[config.mk]
export PLATFORM = sky130hd
export DESIGN_NAME = dwc_decoder
export DESIGN_NICKNAME = d
export VERILOG_FILES = /design/src/hdl/dwc_pkg.sv /design/src/hdl/dwc_bus_sync.sv /design/src/hdl/dwc_store.sv /design/src/hdl/dwc_decoder.sv
export SDC_FILE = /design/constraint.sdc
export NUM_CORES = 1
export LEC_CHECK = 0
export BUFFER_PORTS_ARGS = -buffer_cell sky130_fd_sc_hd__buf_2
export CORE_ASPECT_RATIO = 0.8
export CORE_MARGIN = 2
export CORE_UTILIZATION = 40
export DETAILED_ROUTE_END_ITERATION = 8
export PLACE_DENSITY = 0.56
export SETUP_SLACK_MARGIN = 0.05
export SYNTH_ARGS = -nofsm -noshare
export SYNTH_HDL_FRONTEND = slang
export SYNTH_HIERARCHICAL = 1
export SYNTH_SLANG_ARGS = --single-unit
[constraint.sdc]
create_clock -name clock -period 3.3 [get_ports clock]
set_input_delay 0.66 -clock clock [delete_from_list [all_inputs] [get_ports clock]]
set_output_delay 0.66 -clock clock [all_outputs]
set_load 0.01 [all_outputs]
[src/hdl/dwc_pkg.sv]
package dwc_pkg;

    // ----------------------------------------------------------------
    // Timing
    // ----------------------------------------------------------------
    localparam int CLK_MHZ = 100;
    localparam int PROG_TIME_US = 5000;
    localparam int PROG_CYCLES = PROG_TIME_US * CLK_MHZ;
    localparam int PROG_W = 20;
    localparam int SETTLE_W = 8;

    // ----------------------------------------------------------------
    // Field sizes and values
    // ----------------------------------------------------------------
    localparam int VAL_W = 6;
    localparam int TAPS = 64;
    localparam logic [VAL_W-1:0] TAP_MAX = 6'h3f;
    localparam logic [VAL_W-1:0] TAP_MIN = 6'h00;
    localparam logic [VAL_W-1:0] STEP_ONE = 6'h01;
    localparam logic [3:0] BYTE_BITS = 4'h8;
    localparam logic [3:0] FIRST_BIT = 4'h1;
    localparam logic [1:0] IDX_ADDR = 2'h0;
    localparam logic [1:0] IDX_INSTR = 2'h1;
    localparam logic [1:0] IDX_DATA = 2'h2;
    localparam logic [1:0] SEL_FIRST = 2'h0;
    localparam logic [1:0] POT_BOTH = 2'h3;
    localparam logic [1:0] POT_NONE = 2'h0;
    localparam logic [1:0] DATA_PAD = 2'h0;

    typedef enum logic [3:0] {
        OP_RD_WIPER = 4'h9,
        OP_WR_WIPER = 4'ha,
        OP_RD_SET = 4'hb,
        OP_WR_SET = 4'hc,
        OP_SET_TO_WIPER = 4'hd,
        OP_WIPER_TO_SET = 4'he,
        OP_GLB_SET_TO_WIPER = 4'h1,
        OP_GLB_WIPER_TO_SET = 4'h8,
        OP_STEP = 4'h2
    } dwc_op_t;

    typedef enum logic [2:0] {
        ST_IDLE = 3'b000,
        ST_RX = 3'b001,
        ST_ACK = 3'b010,
        ST_TX = 3'b011,
        ST_MACK = 3'b100,
        ST_STEP = 3'b101,
        ST_IGNORE = 3'b110
    } dwc_state_t;

    typedef struct packed {
        logic [3:0] opcode;
        logic zero;
        logic pot_select_bit;
        logic setting_select_hi;
        logic setting_select_lo;
    } dwc_instr_t;

    typedef struct packed {
        logic start;
        logic stop;
        logic rise;
        logic fall;
        logic sda;
    } dwc_bus_ev_t;

    // ----------------------------------------------------------------
    // Helpers
    // ----------------------------------------------------------------
    function automatic logic instr_ok(input dwc_instr_t i);
        logic sel_zero;
        sel_zero = !i.setting_select_hi && !i.setting_select_lo;
        instr_ok = 1'b0;
        if (!i.zero) begin
            case (i.opcode)
                OP_RD_WIPER, OP_WR_WIPER, OP_STEP: instr_ok = sel_zero;
                OP_RD_SET, OP_WR_SET, OP_SET_TO_WIPER, OP_WIPER_TO_SET: instr_ok = 1'b1;
                OP_GLB_SET_TO_WIPER, OP_GLB_WIPER_TO_SET: instr_ok = !i.pot_select_bit;
                default: instr_ok = 1'b0;
            endcase
        end
    endfunction : instr_ok

    function automatic logic [1:0] pot_mask(input dwc_instr_t i);
        if (i.opcode == OP_GLB_SET_TO_WIPER || i.opcode == OP_GLB_WIPER_TO_SET) begin
            pot_mask = POT_BOTH;
        end else begin
            pot_mask = i.pot_select_bit ? 2'h2 : 2'h1;
        end
    endfunction : pot_mask

    function automatic logic [TAPS-1:0] tap_decode(input logic [VAL_W-1:0] v);
        tap_decode = {{(TAPS-1){1'b0}}, 1'b1} << v;
    endfunction : tap_decode

    function automatic logic [VAL_W-1:0] step_wiper(input logic [VAL_W-1:0] v,
                                                    input logic up);
        if (up) begin
            step_wiper = (v == TAP_MAX) ? v : v + STEP_ONE;
        end else begin
            step_wiper = (v == TAP_MIN) ? v : v - STEP_ONE;
        end
    endfunction : step_wiper

endpackage : dwc_pkg

[src/hdl/dwc_bus_sync.sv]
`timescale 1ns/10ps
module dwc_bus_sync (
    input wire logic clock,
    input wire logic rstn,
    input wire logic scl,
    input wire logic sda_in,
    input wire logic [3:0] straps,
    output dwc_pkg::dwc_bus_ev_t ev,
    output logic [3:0] strap_q
);

    logic scl_m;
    logic scl_s;
    logic scl_d;
    logic sda_m;
    logic sda_s;
    logic sda_d;
    logic [3:0] strap_m;

    // ----------------------------------------------------------------
    // Two-stage synchronisers, then one delay stage for edge finding
    // ----------------------------------------------------------------
    always_ff @(posedge clock) begin
        if (!rstn) begin
            scl_m <= 1'b1;
            scl_s <= 1'b1;
            scl_d <= 1'b1;
            sda_m <= 1'b1;
            sda_s <= 1'b1;
            sda_d <= 1'b1;
        end else begin
            scl_m <= scl;
            scl_s <= scl_m;
            scl_d <= scl_s;
            sda_m <= sda_in;
            sda_s <= sda_m;
            sda_d <= sda_s;
        end
    end

    always_ff @(posedge clock) begin
        if (!rstn) begin
            strap_m <= 4'h0;
            strap_q <= 4'h0;
        end else begin
            strap_m <= straps;
            strap_q <= strap_m;
        end
    end

    // Data moving while the clock is high marks a start or a stop.
    assign ev = '{start: scl_s & scl_d & sda_d & ~sda_s,
                  stop: scl_s & scl_d & ~sda_d & sda_s,
                  rise: scl_s & ~scl_d,
                  fall: ~scl_s & scl_d,
                  sda: sda_s};

endmodule : dwc_bus_sync

[src/hdl/dwc_store.sv]
`timescale 1ns/10ps
module dwc_store (
    input wire logic clock,
    input wire logic [1:0] rd_sel,
    input wire logic [1:0] wr_sel,
    input wire logic [1:0] wr_en,
    input wire logic [1:0][dwc_pkg::VAL_W-1:0] wr_data,
    output logic [1:0][dwc_pkg::VAL_W-1:0] rd_data
);

    // Stands in for the nonvolatile array, so it has no reset; a blank array reads as zero.
    logic [dwc_pkg::VAL_W-1:0] stored_setting_reg [0:1][0:3] = '{default: '0};

    always_ff @(posedge clock) begin
        for (int p = 0; p < 2; p++) begin
            if (wr_en[p]) begin
                stored_setting_reg[p][wr_sel] <= wr_data[p];
            end
            rd_data[p] <= stored_setting_reg[p][rd_sel];
        end
    end

endmodule : dwc_store

[src/hdl/dwc_decoder.sv]
`timescale 1ns/10ps
module dwc_decoder #(
    parameter logic [3:0] DEV_TYPE_ID = 4'ha, // Arbitrary value.
    parameter int PROG_CYCLES = dwc_pkg::PROG_CYCLES,
    parameter int WIPER_SETTLE_DELAY = 8
) (
    input wire logic clock,
    input wire logic rstn,
    input wire logic scl,
    input wire logic sda_in,
    output logic sda_out,
    output logic sda_oe,
    input wire logic [3:0] address_strap_pins,
    output logic [dwc_pkg::TAPS-1:0] tap_sel_0,
    output logic [dwc_pkg::TAPS-1:0] tap_sel_1,
    output logic prog_busy
);

    dwc_pkg::dwc_bus_ev_t ev;
    dwc_pkg::dwc_state_t state;
    dwc_pkg::dwc_instr_t instr;
    dwc_pkg::dwc_instr_t cur;
    logic [3:0] strap;
    logic [7:0] shreg;
    logic [7:0] tx;
    logic [7:0] rd_byte;
    logic [3:0] cnt;
    logic [1:0] idx;
    logic drive_low;
    logic mack_ok;
    logic ack_ok;
    logic byte_done;
    logic instr_done;
    logic [1:0][dwc_pkg::VAL_W-1:0] wiper_position_reg;
    logic [1:0][dwc_pkg::VAL_W-1:0] rd_data;
    logic [1:0][dwc_pkg::VAL_W-1:0] wr_data;
    logic [1:0] rd_sel;
    logic step_arm;
    logic step_up;
    logic step_fire;
    logic wr_wiper;
    logic copy_start;
    logic [1:0] xfer_mask;
    logic [dwc_pkg::SETTLE_W-1:0] xfer_cnt;
    logic xfer_fire;
    logic prog_pend;
    logic prog_src;
    logic [1:0] prog_we;
    logic [1:0] prog_sel;
    logic [dwc_pkg::VAL_W-1:0] prog_data;
    logic [dwc_pkg::PROG_W-1:0] prog_cnt;
    logic [1:0] mem_we;

    dwc_bus_sync u_sync (
        .clock(clock),
        .rstn(rstn),
        .scl(scl),
        .sda_in(sda_in),
        .straps(address_strap_pins),
        .ev(ev),
        .strap_q(strap)
    );

    dwc_store u_store (
        .clock(clock),
        .rd_sel(rd_sel),
        .wr_sel(prog_sel),
        .wr_en(mem_we),
        .wr_data(wr_data),
        .rd_data(rd_data)
    );

    // ----------------------------------------------------------------
    // Byte decode
    // ----------------------------------------------------------------
    assign cur = dwc_pkg::dwc_instr_t'(shreg);
    assign byte_done = (state == dwc_pkg::ST_RX) && ev.fall && (cnt == dwc_pkg::BYTE_BITS);
    assign instr_done = byte_done && (idx == dwc_pkg::IDX_INSTR) && dwc_pkg::instr_ok(cur);

    always_comb begin
        case (idx)
            dwc_pkg::IDX_ADDR: ack_ok = (shreg[7:4] == DEV_TYPE_ID)
                && (shreg[3:0] == strap) && !prog_busy;
            dwc_pkg::IDX_INSTR: ack_ok = dwc_pkg::instr_ok(cur);
            default: ack_ok = 1'b1;
        endcase
    end

    always_comb begin
        if (instr.opcode == dwc_pkg::OP_RD_WIPER) begin
            rd_byte = {dwc_pkg::DATA_PAD, wiper_position_reg[instr.pot_select_bit]};
        end else begin
            rd_byte = {dwc_pkg::DATA_PAD, rd_data[instr.pot_select_bit]};
        end
    end

    // ----------------------------------------------------------------
    // Bus sequencer
    // ----------------------------------------------------------------
    always_ff @(posedge clock) begin
        if (!rstn) begin
            state <= dwc_pkg::ST_IDLE;
            cnt <= 4'h0;
            idx <= dwc_pkg::IDX_ADDR;
            drive_low <= 1'b0;
            shreg <= 8'h00;
            tx <= 8'h00;
            instr <= '0;
            mack_ok <= 1'b0;
        end else if (ev.stop) begin
            state <= dwc_pkg::ST_IDLE;
            drive_low <= 1'b0;
        end else if (ev.start) begin
            state <= dwc_pkg::ST_RX;
            cnt <= 4'h0;
            idx <= dwc_pkg::IDX_ADDR;
            drive_low <= 1'b0;
        end else begin
            case (state)
                dwc_pkg::ST_RX: begin
                    if (ev.rise) begin
                        shreg <= {shreg[6:0], ev.sda};
                        cnt <= cnt + dwc_pkg::FIRST_BIT;
                    end else if (byte_done) begin
                        if (idx == dwc_pkg::IDX_INSTR) begin
                            instr <= cur;
                        end
                        if (ack_ok) begin
                            drive_low <= 1'b1;
                            state <= dwc_pkg::ST_ACK;
                        end else begin
                            state <= dwc_pkg::ST_IGNORE;
                        end
                    end
                end
                dwc_pkg::ST_ACK: begin
                    if (ev.fall) begin
                        drive_low <= 1'b0;
                        cnt <= 4'h0;
                        idx <= idx + 2'h1;
                        state <= dwc_pkg::ST_IGNORE;
                        if (idx == dwc_pkg::IDX_ADDR) begin
                            state <= dwc_pkg::ST_RX;
                        end else if (idx == dwc_pkg::IDX_INSTR) begin
                            case (instr.opcode)
                                dwc_pkg::OP_RD_WIPER, dwc_pkg::OP_RD_SET: begin
                                    drive_low <= ~rd_byte[7];
                                    tx <= {rd_byte[6:0], 1'b0};
                                    cnt <= dwc_pkg::FIRST_BIT;
                                    state <= dwc_pkg::ST_TX;
                                end
                                dwc_pkg::OP_WR_WIPER, dwc_pkg::OP_WR_SET: state <= dwc_pkg::ST_RX;
                                dwc_pkg::OP_STEP: state <= dwc_pkg::ST_STEP;
                                default: state <= dwc_pkg::ST_IGNORE;
                            endcase
                        end
                    end
                end
                dwc_pkg::ST_TX: begin
                    if (ev.fall) begin
                        if (cnt == dwc_pkg::BYTE_BITS) begin
                            drive_low <= 1'b0;
                            state <= dwc_pkg::ST_MACK;
                        end else begin
                            drive_low <= ~tx[7];
                            tx <= {tx[6:0], 1'b0};
                            cnt <= cnt + dwc_pkg::FIRST_BIT;
                        end
                    end
                end
                dwc_pkg::ST_MACK: begin
                    if (ev.rise) begin
                        mack_ok <= ~ev.sda;
                    end else if (ev.fall) begin
                        if (mack_ok) begin
                            drive_low <= ~rd_byte[7];
                            tx <= {rd_byte[6:0], 1'b0};
                            cnt <= dwc_pkg::FIRST_BIT;
                            state <= dwc_pkg::ST_TX;
                        end else begin
                            state <= dwc_pkg::ST_IGNORE;
                        end
                    end
                end
                default: state <= state;
            endcase
        end
    end

    // Open-drain data: only ever pulled low.
    assign sda_out = 1'b0;
    assign sda_oe = drive_low;

    // ----------------------------------------------------------------
    // Stepping
    // ----------------------------------------------------------------
    // The level is taken at the rising clock and applied at the falling
    // one, so a stop during the high phase adds no stray step.
    always_ff @(posedge clock) begin
        if (!rstn || state != dwc_pkg::ST_STEP) begin
            step_arm <= 1'b0;
            step_up <= 1'b0;
        end else if (ev.rise) begin
            step_arm <= 1'b1;
            step_up <= ev.sda;
        end else if (ev.fall) begin
            step_arm <= 1'b0;
        end
    end

    assign step_fire = (state == dwc_pkg::ST_STEP) && ev.fall && step_arm;
    assign wr_wiper = byte_done && (idx == dwc_pkg::IDX_DATA)
        && (instr.opcode == dwc_pkg::OP_WR_WIPER);
    assign copy_start = instr_done && (cur.opcode == dwc_pkg::OP_SET_TO_WIPER
        || cur.opcode == dwc_pkg::OP_GLB_SET_TO_WIPER);

    // ----------------------------------------------------------------
    // Setting-to-wiper copies, power-up recall included
    // ----------------------------------------------------------------
    always_ff @(posedge clock) begin
        if (!rstn) begin
            rd_sel <= dwc_pkg::SEL_FIRST;
        end else if (instr_done) begin
            rd_sel <= {cur.setting_select_hi, cur.setting_select_lo};
        end
    end

    always_ff @(posedge clock) begin
        if (!rstn) begin
            xfer_mask <= dwc_pkg::POT_BOTH;
            xfer_cnt <= dwc_pkg::SETTLE_W'(WIPER_SETTLE_DELAY - 1);
        end else if (copy_start) begin
            xfer_mask <= dwc_pkg::pot_mask(cur);
            xfer_cnt <= dwc_pkg::SETTLE_W'(WIPER_SETTLE_DELAY - 1);
        end else if (xfer_cnt != '0) begin
            xfer_cnt <= xfer_cnt - 1'b1;
        end else begin
            xfer_mask <= dwc_pkg::POT_NONE;
        end
    end

    assign xfer_fire = (xfer_mask != dwc_pkg::POT_NONE) && (xfer_cnt == '0);

    // ----------------------------------------------------------------
    // Wiper position registers and tap decode
    // ----------------------------------------------------------------
    always_ff @(posedge clock) begin
        if (!rstn) begin
            wiper_position_reg <= '0;
        end else if (wr_wiper) begin
            wiper_position_reg[instr.pot_select_bit] <= shreg[dwc_pkg::VAL_W-1:0];
        end else if (step_fire) begin
            wiper_position_reg[instr.pot_select_bit] <= dwc_pkg::step_wiper(
                wiper_position_reg[instr.pot_select_bit], step_up);
        end else if (xfer_fire) begin
            for (int p = 0; p < 2; p++) begin
                if (xfer_mask[p]) begin
                    wiper_position_reg[p] <= rd_data[p];
                end
            end
        end
    end

    always_ff @(posedge clock) begin
        if (!rstn) begin
            tap_sel_0 <= dwc_pkg::tap_decode(dwc_pkg::TAP_MIN);
            tap_sel_1 <= dwc_pkg::tap_decode(dwc_pkg::TAP_MIN);
        end else begin
            tap_sel_0 <= dwc_pkg::tap_decode(wiper_position_reg[0]);
            tap_sel_1 <= dwc_pkg::tap_decode(wiper_position_reg[1]);
        end
    end

    // ----------------------------------------------------------------
    // Nonvolatile program operations
    // ----------------------------------------------------------------
    always_ff @(posedge clock) begin
        if (!rstn) begin
            prog_pend <= 1'b0;
            prog_src <= 1'b0;
            prog_we <= dwc_pkg::POT_NONE;
            prog_sel <= dwc_pkg::SEL_FIRST;
            prog_data <= '0;
        end else if (ev.stop) begin
            prog_pend <= 1'b0;
        end else if (byte_done && idx == dwc_pkg::IDX_DATA
                     && instr.opcode == dwc_pkg::OP_WR_SET) begin
            prog_pend <= 1'b1;
            prog_src <= 1'b0;
            prog_we <= dwc_pkg::pot_mask(instr);
            prog_sel <= {instr.setting_select_hi, instr.setting_select_lo};
            prog_data <= shreg[dwc_pkg::VAL_W-1:0];
        end else if (instr_done && (cur.opcode == dwc_pkg::OP_WIPER_TO_SET
                     || cur.opcode == dwc_pkg::OP_GLB_WIPER_TO_SET)) begin
            prog_pend <= 1'b1;
            prog_src <= 1'b1;
            prog_we <= dwc_pkg::pot_mask(cur);
            prog_sel <= {cur.setting_select_hi, cur.setting_select_lo};
        end
    end

    assign mem_we = (ev.stop && prog_pend) ? prog_we : dwc_pkg::POT_NONE;
    assign wr_data[0] = prog_src ? wiper_position_reg[0] : prog_data;
    assign wr_data[1] = prog_src ? wiper_position_reg[1] : prog_data;

    always_ff @(posedge clock) begin
        if (!rstn) begin
            prog_busy <= 1'b0;
            prog_cnt <= '0;
        end else if (mem_we != dwc_pkg::POT_NONE) begin
            prog_busy <= 1'b1;
            prog_cnt <= dwc_pkg::PROG_W'(PROG_CYCLES - 1);
        end else if (prog_cnt != '0) begin
            prog_cnt <= prog_cnt - 1'b1;
        end else begin
            prog_busy <= 1'b0;
        end
    end
endmodule : dwc_decoder

# Word level (Yosys, flattened, before mapping)
# Memories as Yosys holds them, arrays and structs flattened.
# Cells that the tools add are included.
[op_classes] reduce_logical=68 n_mux=109 order_cmp=5 shifts=2 add_sub_neg=6 bitwise=19 n_eq_ne=52
[op_table] op="1-bit by 6-bit left shift with 64-bit output, first input constant" n=2
[op_table] op="6-bit 2-to-1 mux" n=21
[op_table] op="8-bit 2-to-1 mux" n=9
[op_table] op="4-bit equality test, second input constant" n=13
[op_table] op="24-bit 2-to-1 mux" n=2
[op_table] op="19-bit 2-to-1 mux" n=2
[op_table] op="12-bit 2-to-1 mux" n=3
[op_table] op="3-bit 2-to-1 mux" n=11
[op_table] op="3-bit != test, second input constant" n=11
[op_table] op="4-bit 2-to-1 mux" n=8
[op_table] op="2-bit != test, second input constant" n=15
[op_table] op="2-bit 2-to-1 mux" n=14
[op_table] op="1-bit 2-to-1 mux" n=26
[op_table] op="6-bit binary-select mux with 2-bit select" n=2
[op_table] op="12-bit bitwise mux" n=2
[op_table] op="8-bit case mux with 3 select lines" n=1
[op_table] op="20-bit nonzero test" n=1
[op_table] op="20-bit by 1-bit subtractor with 20-bit output, second input constant" n=1
[op_table] op="1-bit logical AND" n=18
[op_table] op="9-bit AND reduction" n=2
[op_table] op="4-bit case mux with 4 select lines" n=1
[op_table] op="8-bit AND reduction" n=2
[op_table] op="2-bit nonzero test" n=7
[op_table] op="6-bit demux with 2-bit select" n=1
[op_table] op="other kinds (45)" n=86
[word_totals] input_bits=8 word_cells=301 n_memories=1 out_inout_bits=131 ff_bits=247 ramBits=48
[mem_list] memory="u_store.stored_setting_reg" depth=2 width=24 rd=2 rd_clocked_by_memory_dff=0 write_ports=2 line_no="dwc_store.sv:12" source="logic [dwc_pkg::VAL_W-1:0] stored_setting_reg [0:1][0:3] = '{default: '0};"

# Longest topological paths before layout
# Gate-level depths: netlist of the first run.
[logic_depth] ltp_word=11 depth_mapped=9 ltp_nobuf=8

# By module
# The synthesis of the first run kept the hierarchy.
[by_module_without_submodules] module="dwc_decoder" cells_per_inst=1073 instances=1 area_each_um2=9341.5 seq_area_each_um2=4404.2
[by_module_without_submodules] module="dwc_store" cells_per_inst=82 instances=1 area_each_um2=2038.2 seq_area_each_um2=1681.6
[by_module_without_submodules] module="dwc_bus_sync" cells_per_inst=34 instances=1 area_each_um2=416.6 seq_area_each_um2=280.3

# Worst setup path before layout of the first run
# OpenSTA, ideal clock, no wires.
[synth_timing] kind="register -> register" startpoint="register instr[2] in the netlist's numbering" endpoint="register wiper_position_reg[0] in the netlist's numbering" path_slack_ns=0.907 path_buffers=1 setup_time_ns=0.119 t_required_ns=3.181 period_less_slack_ns=2.393 path_stages_with_launch=10 arrival_ns=2.274 path_cell_list="dfxtp_1 -> buf_1 -> mux2i_1 -> inv_1 -> ha_1 -> nand4b_1 -> a22oi_1 -> a211oi_1 -> nor4_1 -> o221a_2"
[synth_between] elab_chain_len=11 elab_cells_between_ends=21 cone_classes="2 x add/sub; 2 x order compare; 1 x eq/ne; 14 x mux; 2 x reduce/logical"
[synth_lines] element="start, declared" line_no="dwc_decoder.sv:21" source="dwc_pkg::dwc_instr_t instr;"
[synth_lines] element="start signal, assigned" line_no="dwc_decoder.sv:126" source="instr <= cur;"
[synth_lines] element="6-bit 2-to-1 mux (implied by the code) (2 in series)" line_no="dwc_decoder.sv:254" source="wiper_position_reg[instr.pot_select_bit], step_up);"
[synth_lines] element="6-bit by 1-bit subtractor with 6-bit output, or another cell as far along" line_no="dwc_pkg.sv:102" source="step_wiper = (v == TAP_MIN) ? v : v - STEP_ONE;"
[synth_lines] element="6-bit 2-to-1 mux, on equally long branches" line_no="dwc_pkg.sv:102, dwc_pkg.sv:100"
[synth_lines] element="6-bit 2-to-1 mux" line_no="dwc_pkg.sv:99" source="if (up) begin"
[synth_lines] element="6-bit 2-to-1 mux" line_no="dwc_decoder.sv:252" source="end else if (step_fire) begin"
[synth_lines] element="6-bit 2-to-1 mux" line_no="dwc_decoder.sv:250" source="end else if (wr_wiper) begin"
[synth_lines] element="6-bit 2-to-1 mux" line_no="dwc_decoder.sv:248" source="if (!rstn) begin"
[synth_lines] element="12-bit bitwise mux" line_no="dwc_decoder.sv:253" source="wiper_position_reg[instr.pot_select_bit] <= dwc_pkg::step_wiper("
[synth_lines] element="12-bit 2-to-1 mux" line_no="dwc_decoder.sv:252"
[synth_lines] element="12-bit 2-to-1 mux *" line_no="dwc_decoder.sv:250"
[synth_lines] element="end signal, assigned by index" line_no="dwc_decoder.sv:251" source="wiper_position_reg[instr.pot_select_bit] <= shreg[dwc_pkg::VAL_W-1:0];"
[synth_lines] element="end signal, assigned by index" line_no="dwc_decoder.sv:253"
[synth_lines] element="end signal, assigned by index" line_no="dwc_decoder.sv:258" source="wiper_position_reg[p] <= rd_data[p];"
[synth_lines] element="end, declared" line_no="dwc_decoder.sv:34" source="logic [1:0][dwc_pkg::VAL_W-1:0] wiper_position_reg;"
# Every way passes the cells marked *; elsewhere a longest branch is shown, timed or not. The select of a mux whose other input is x is not followed.
# A chain may end at the register's enable or synchronous reset.

==> results of run 1 <==
-- metal layers --
metal  vias up  track usage (%)
met5         -                0
met4         0             5.41
met3        54             3.86
met2       257             27.9
met1      4334             29.0
li1       4434                -
-- logic make-up after synthesis --
kind of cell | synth area share, %
buffers and inverters | 3.65
XOR/XNOR | 1.71
flip-flops | 54.0
adder cells (fa/ha/maj) | 1.06
AO/OA/AOI/OAI | 9.99
multiplexers | 7.97
other | 0.0318
AND/OR/NAND/NOR | 21.6
-- path summary, 6_finish.rpt --
check             cells after the start               startpoint  slack (ns)                            endpoint
setup / recovery                      7  u_sync/scl_d$_SDFF_PN1_        0.62  wiper_position_reg[6]$_SDFFE_PN0P_
hold reg to reg                       1  u_sync/sda_m$_SDFF_PN1_        0.41             u_sync/sda_s$_SDFF_PN1_
hold / removal                        2    address_strap_pins[0]        0.27        u_sync/strap_m[0]$_SDFF_PN0_
setup reg to reg                      7  u_sync/scl_d$_SDFF_PN1_        0.62  wiper_position_reg[6]$_SDFFE_PN0P_
-- layout make-up --
type / count / area (µm²) / share of cell area [%]
clock buffer: 35 / 821 / 5.91
clock inverter: 21 / 234 / 1.68
inverter: 28 / 105 / 0.757
multi-input combinational: 787 / 5000 / 36.0
sequential: 294 / 6370 / 45.9
tap: 377 / 472 / 3.40
timing repair buffer: 164 / 888 / 6.40
-- synthesized netlist by cell type, drive strengths merged (10+ instances only) --
master | n | area, µm²
nor2b | 15 | 93.8
nand2b | 21 | 131
nand3 | 40 | 200
clkbuf | 63 | 236
ha | 10 | 125
or4 | 10 | 78.8
xor2 | 11 | 96.3
a21oi | 35 | 183
buf | 17 | 88.8
dfxtp | 246 | 4920
nand3b | 14 | 105
o21ai | 21 | 105
or3 | 11 | 68.8
xnor2 | 12 | 105
nand2 | 93 | 352
mux4 | 12 | 278
a31oi | 17 | 106
and3 | 17 | 106
nand4 | 12 | 75.1
nor3 | 31 | 155
mux2i | 56 | 561
edfxtp | 48 | 1440
nor4 | 15 | 113
nor2 | 185 | 694
inv | 28 | 105
-- power breakdown --
group	leakage, nW	total, mW	switching (mW)	internal [mW]
clock	0.505	3.54	1.50	2.04
sequential	2.44	3.84	0.0991	3.74
combinational	2.79	0.931	0.534	0.397
-- metrics by stage --
step	instance area (µm²)	hold WS (ns)	util, %	cells
after floorplan	11800	0.386	-	1189
after detailed placement	12800	0.395	44.0	1650
final	13900	0.273	47.6	1706
after CTS	13900	0.247	47.6	1706
after global placement	12800	0.395	44.0	1650
after global routing	13900	0.256	47.6	1706
-- worst max-delay path, stage by stage (launching register included) --
cell and delay (ns):
sky130_fd_sc_hd__dfxtp_1 0.35, sky130_fd_sc_hd__nor2b_1 0.13, sky130_fd_sc_hd__buf_4 0.18, sky130_fd_sc_hd__nand4b_1 0.31
sky130_fd_sc_hd__or4_1 0.85, sky130_fd_sc_hd__nand4_1 0.32, sky130_fd_sc_hd__nand2_1 0.15, sky130_fd_sc_hd__o221a_2 0.31
==> flow_summary.ini, run 1 <==
[clock_network]
clk_pin_slew_ns = 0.06
post-cts-setup-buffers = 0
number_of_buffers_between_clock_root_and_the_deepest_sink = 3
cts_resized = 0
postCtsHoldBufs = 0
clock_tree.htree_level_count = 1
tritoncts = built
root_buffer = sky130_fd_sc_hd__clkbuf_16
clk-insertion-delay-late_ns = 0.59
clock-sinks = 294
cts_buffers = 30

[power_and_ir_drop]
max-vdd-ir-drop_uv = 457
power-per-cell-area_nw_per_um2 = 599
p_leak_nw = 5.74
post-layout-total-power_mw = 8.31

[global_route]
grt_pass1_vias = 8464
groute.usage.overall_pct = 19.3
largest_net_degree_at_the_start_of_global_routing = 26
grt_first_pass_wirelength_um = 47400
grt-ovfl-total = 0
grt_antenna_before_repair = 0

[place]
gp_congestion = 0.906
detailedPlace.worstSlack_ns = 0.633
detailedPlacementHpwl_um = 21000
place.port_buffers = 137

[synthesis]
synthesis.nets = 1207
synth_ff_type = sky130_fd_sc_hd__dfxtp_1
post_synth_num_cell_types = 80
async_reset_ff_share_pct = 0
ys_ff_latch = 294
post_synth_inst_count = 1189
avgSynthCellArea_um2 = 9.92
synth.yosys.warnings = 6
yosysSeqAreaShare_pct = 54.0
netlist_area_um2 = 11800
synth-edff-count = 48

[timing]
setup-tns-final_ns = 0
fin_crit_sh_pct = 81.3
setup_ws_ns = 0.616
layout_min_cycle_time_ns = 2.68
report.final.setup_viol = 0
report.final.slew_viol_count = 0
clock_skew_ns = 0.0293
grt_setup_unrepaired = no
maxClockFrequency_mhz = 373
tightest_slew_ns = 0.987
finalHoldViolations = 0
slew_headroom_pct = 34.1

[route]
drt_pre_antenna_iters = 5
vias = 9079
route.top_layer_used = met4
drc = 0
routed-wl-met3_um = 1710
met2_wirelength_um = 12700
ant_nets = 0
wirelength_routed_um = 30200
via_per_inst = 5.32
m1WireLength_um = 15100
route.detailed.wl_per_inst_um = 17.7
drt-initial-drc-count = 759

[floorplanning]
design.die.area_um2 = 30900
num_io_pins = 139
die_h_um = 158
placeableCoreArea_um2 = 29100
starting_density_pct = 40.5
chipWidth_um = 196
placementRows = 56

[critical_path]
arrival_ns = 3.16
worstSetupEndpointType = register
critical_path.max_fanout = 14
worst-endpoint-required_ns = 3.78
startpoint_type = register
worst-setup-path-type = register to register

[layout]
fin_nets = 1323
fillCellCount = 2728
area_growth_pct = 17.7
final_common_cell = sky130_fd_sc_hd__dfxtp_1
antennaDiodeCount = 0
drive_gt1_share_pct = 19.9
layout.cells.most_common_list = sky130_fd_sc_hd__dfxtp_1 (245), sky130_fd_sc_hd__nor2_1 (185), sky130_fd_sc_hd__buf_2 (137), sky130_fd_sc_hd__nand2_1 (92), sky130_fd_sc_hd__mux2i_1 (56)

[run_status]
run_status = completed

[min_path]
kind_of_path_behind_the_tightest_hold_check = primary input to register

[flow_run]
drv.max_cap_violation_count = 0
Note: power is estimated with default switching activity, not from simulation.
==> run 2, diff against run 1 <==
- clock period: 3.3 -> 2.5 ns (I/O delays scaled with it)
==> run 2 against run 1 <==
  * Sequential cell count did not move
  * Clock skew fell by 0.013 ns
  * Register-to-register slack got worse by 0.45 ns
  * Non-clock buffer count rose by 40
  * Die area did not move
  * Routed wire length rose by 1.2%
  * Combinational power rose by 39%
  * Worst setup slack got worse by 0.45 ns
  * Maximum frequency rose by 15%
  * Via count fell by 0.20%
  * First-iteration DRC count fell by 7.0%
  * Critical endpoint is now prog_cnt[15]$_SDFFE_PN0P_
  * Largest cell class unchanged
  * Largest power group unchanged
==> flow_summary.ini, run 2 (same netlist as run 1, synthesis figures left out) <==
[critical_path]
worstSetupEndpointType = register
worst-endpoint-required_ns = 2.99
arrival_ns = 2.82
worst-setup-path-type = register to register
critical_path.max_fanout = 6
startpoint_type = register

[floorplanning]
placeableCoreArea_um2 = 29100
die_h_um = 158
chipWidth_um = 196
num_io_pins = 139
placementRows = 56
design.die.area_um2 = 30900
starting_density_pct = 40.5

[power_and_ir_drop]
power-per-cell-area_nw_per_um2 = 757
post-layout-total-power_mw = 10.7
max-vdd-ir-drop_uv = 605
p_leak_nw = 5.90

[clock_network]
cts_buffers = 30
clock-sinks = 294
clock_tree.htree_level_count = 1
root_buffer = sky130_fd_sc_hd__clkbuf_16
cts_resized = 0
post-cts-setup-buffers = 0
tritoncts = built
clk-insertion-delay-late_ns = 0.56
postCtsHoldBufs = 0
clk_pin_slew_ns = 0.06
number_of_buffers_between_clock_root_and_the_deepest_sink = 3

[layout]
multiInputGateArea_um2 = 5010
drive_gt1_share_pct = 21.7
antennaDiodeCount = 0
fin_nets = 1363
regArea_um2 = 6370
fin_area_um2 = 14100
final_common_cell = sky130_fd_sc_hd__dfxtp_1
layout.cells.most_common_list = sky130_fd_sc_hd__dfxtp_1 (245), sky130_fd_sc_hd__nor2_1 (185), sky130_fd_sc_hd__buf_2 (137), sky130_fd_sc_hd__nand2_1 (92), sky130_fd_sc_hd__buf_4 (66)
fillCellCount = 2735
area_growth_pct = 19.8

[route]
ant_nets = 0
vias = 9061
via_per_inst = 5.20
wirelength_routed_um = 30600
drc = 0
route.detailed.wl_per_inst_um = 17.6
drt-initial-drc-count = 706
drt_pre_antenna_iters = 5

[global_route]
grt_antenna_before_repair = 0
grt-ovfl-total = 0
groute.usage.overall_pct = 19.4
grt_first_pass_wirelength_um = 47700
grt_pass1_vias = 8601
largest_net_degree_at_the_start_of_global_routing = 34

[flow_run]
drv.max_cap_violation_count = 0

[timing]
setup-tns-final_ns = 0
tightest_slew_ns = 0.680
maxClockFrequency_mhz = 429
fin_crit_sh_pct = 93.3
report.final.setup_viol = 0
grt_setup_unrepaired = yes
finalHoldViolations = 0
layout_min_cycle_time_ns = 2.33
report.final.slew_viol_count = 0
slew_headroom_pct = 54.6
clock_skew_ns = 0.0166

[run_status]
run_status = completed

[place]
dpl-instance-area_um2 = 13100
detailedPlacementHpwl_um = 21600
place.port_buffers = 137
gp_congestion = 0.875

[min_path]
kind_of_path_behind_the_tightest_hold_check = primary input to register
## run 2: cell types whose count changed in the layout (fill, tap and decap cells not counted), moves of 2 or more
cell / delta
sky130_fd_sc_hd__buf_4: +39
sky130_fd_sc_hd__clkbuf_1: +5
sky130_fd_sc_hd__clkinvlp_4: -4
sky130_fd_sc_hd__clkinv_1: +3
sky130_fd_sc_hd__a211oi_1: -2
sky130_fd_sc_hd__a211oi_2: +2
sky130_fd_sc_hd__inv_4: -2
## run 2: where the power goes
part	switching (mW)	internal, mW	total (mW)
clock	1.85	2.50	4.35
sequential	0.126	4.94	5.07
combinational	0.711	0.576	1.29
## run 2: worst max-delay path, stage by stage (launching register included)
cell and delay [ns]:
sky130_fd_sc_hd__dfxtp_1 0.34, sky130_fd_sc_hd__or4_1 0.64, sky130_fd_sc_hd__or4_4 0.55, sky130_fd_sc_hd__a31o_1 0.24, sky130_fd_sc_hd__or3_1 0.31, sky130_fd_sc_hd__a31oi_1 0.17
## run 2: layer usage
layer / global-route usage, % / part of all wire [%] / routed length, µm
met5: 0 / 0 / 0
met4: 4.94 / 2.0 / 597
met3: 3.15 / 5.8 / 1770
met2: 28.5 / 41 / 12600
met1: 29.5 / 51 / 15600
## run 2: final cells by class
| cell class | count | area share (%) |
|---|---|---|
| clock buffers | 39 | 5.77 |
| clock inverters | 14 | 1.06 |
| inverters | 28 | 0.744 |
| multi-input cells | 787 | 35.5 |
| flip-flops and latches | 294 | 45.1 |
| well taps | 377 | 3.34 |
| repair buffers | 204 | 8.50 |
## run 2: final timing paths
check | start | endpoint | slack [ns] | cells after the start
worst max-delay path | prog_cnt[3]$_SDFFE_PN0P_ | prog_cnt[15]$_SDFFE_PN0P_ | 0.17 | 5
worst min-delay path | sda_in | u_sync/sda_m$_SDFF_PN1_ | 0.13 | 2
worst max register to register | prog_cnt[3]$_SDFFE_PN0P_ | prog_cnt[15]$_SDFFE_PN0P_ | 0.17 | 5
worst min register to register | u_sync/scl_m$_SDFF_PN1_ | u_sync/scl_s$_SDFF_PN1_ | 0.41 | 1
## run 2: metrics by stage
stage	hold WS (ns)	cells	utilization, %	setup WS (ns)
floorplan	0.386	1189	-	0.107
global placement	0.393	1690	45.1	0.164
detailed placement	0.392	1690	45.1	0.152
CTS	0.114	1743	48.4	0.145
global route	0.121	1743	48.5	0.00960
finish	0.132	1743	48.5	0.168
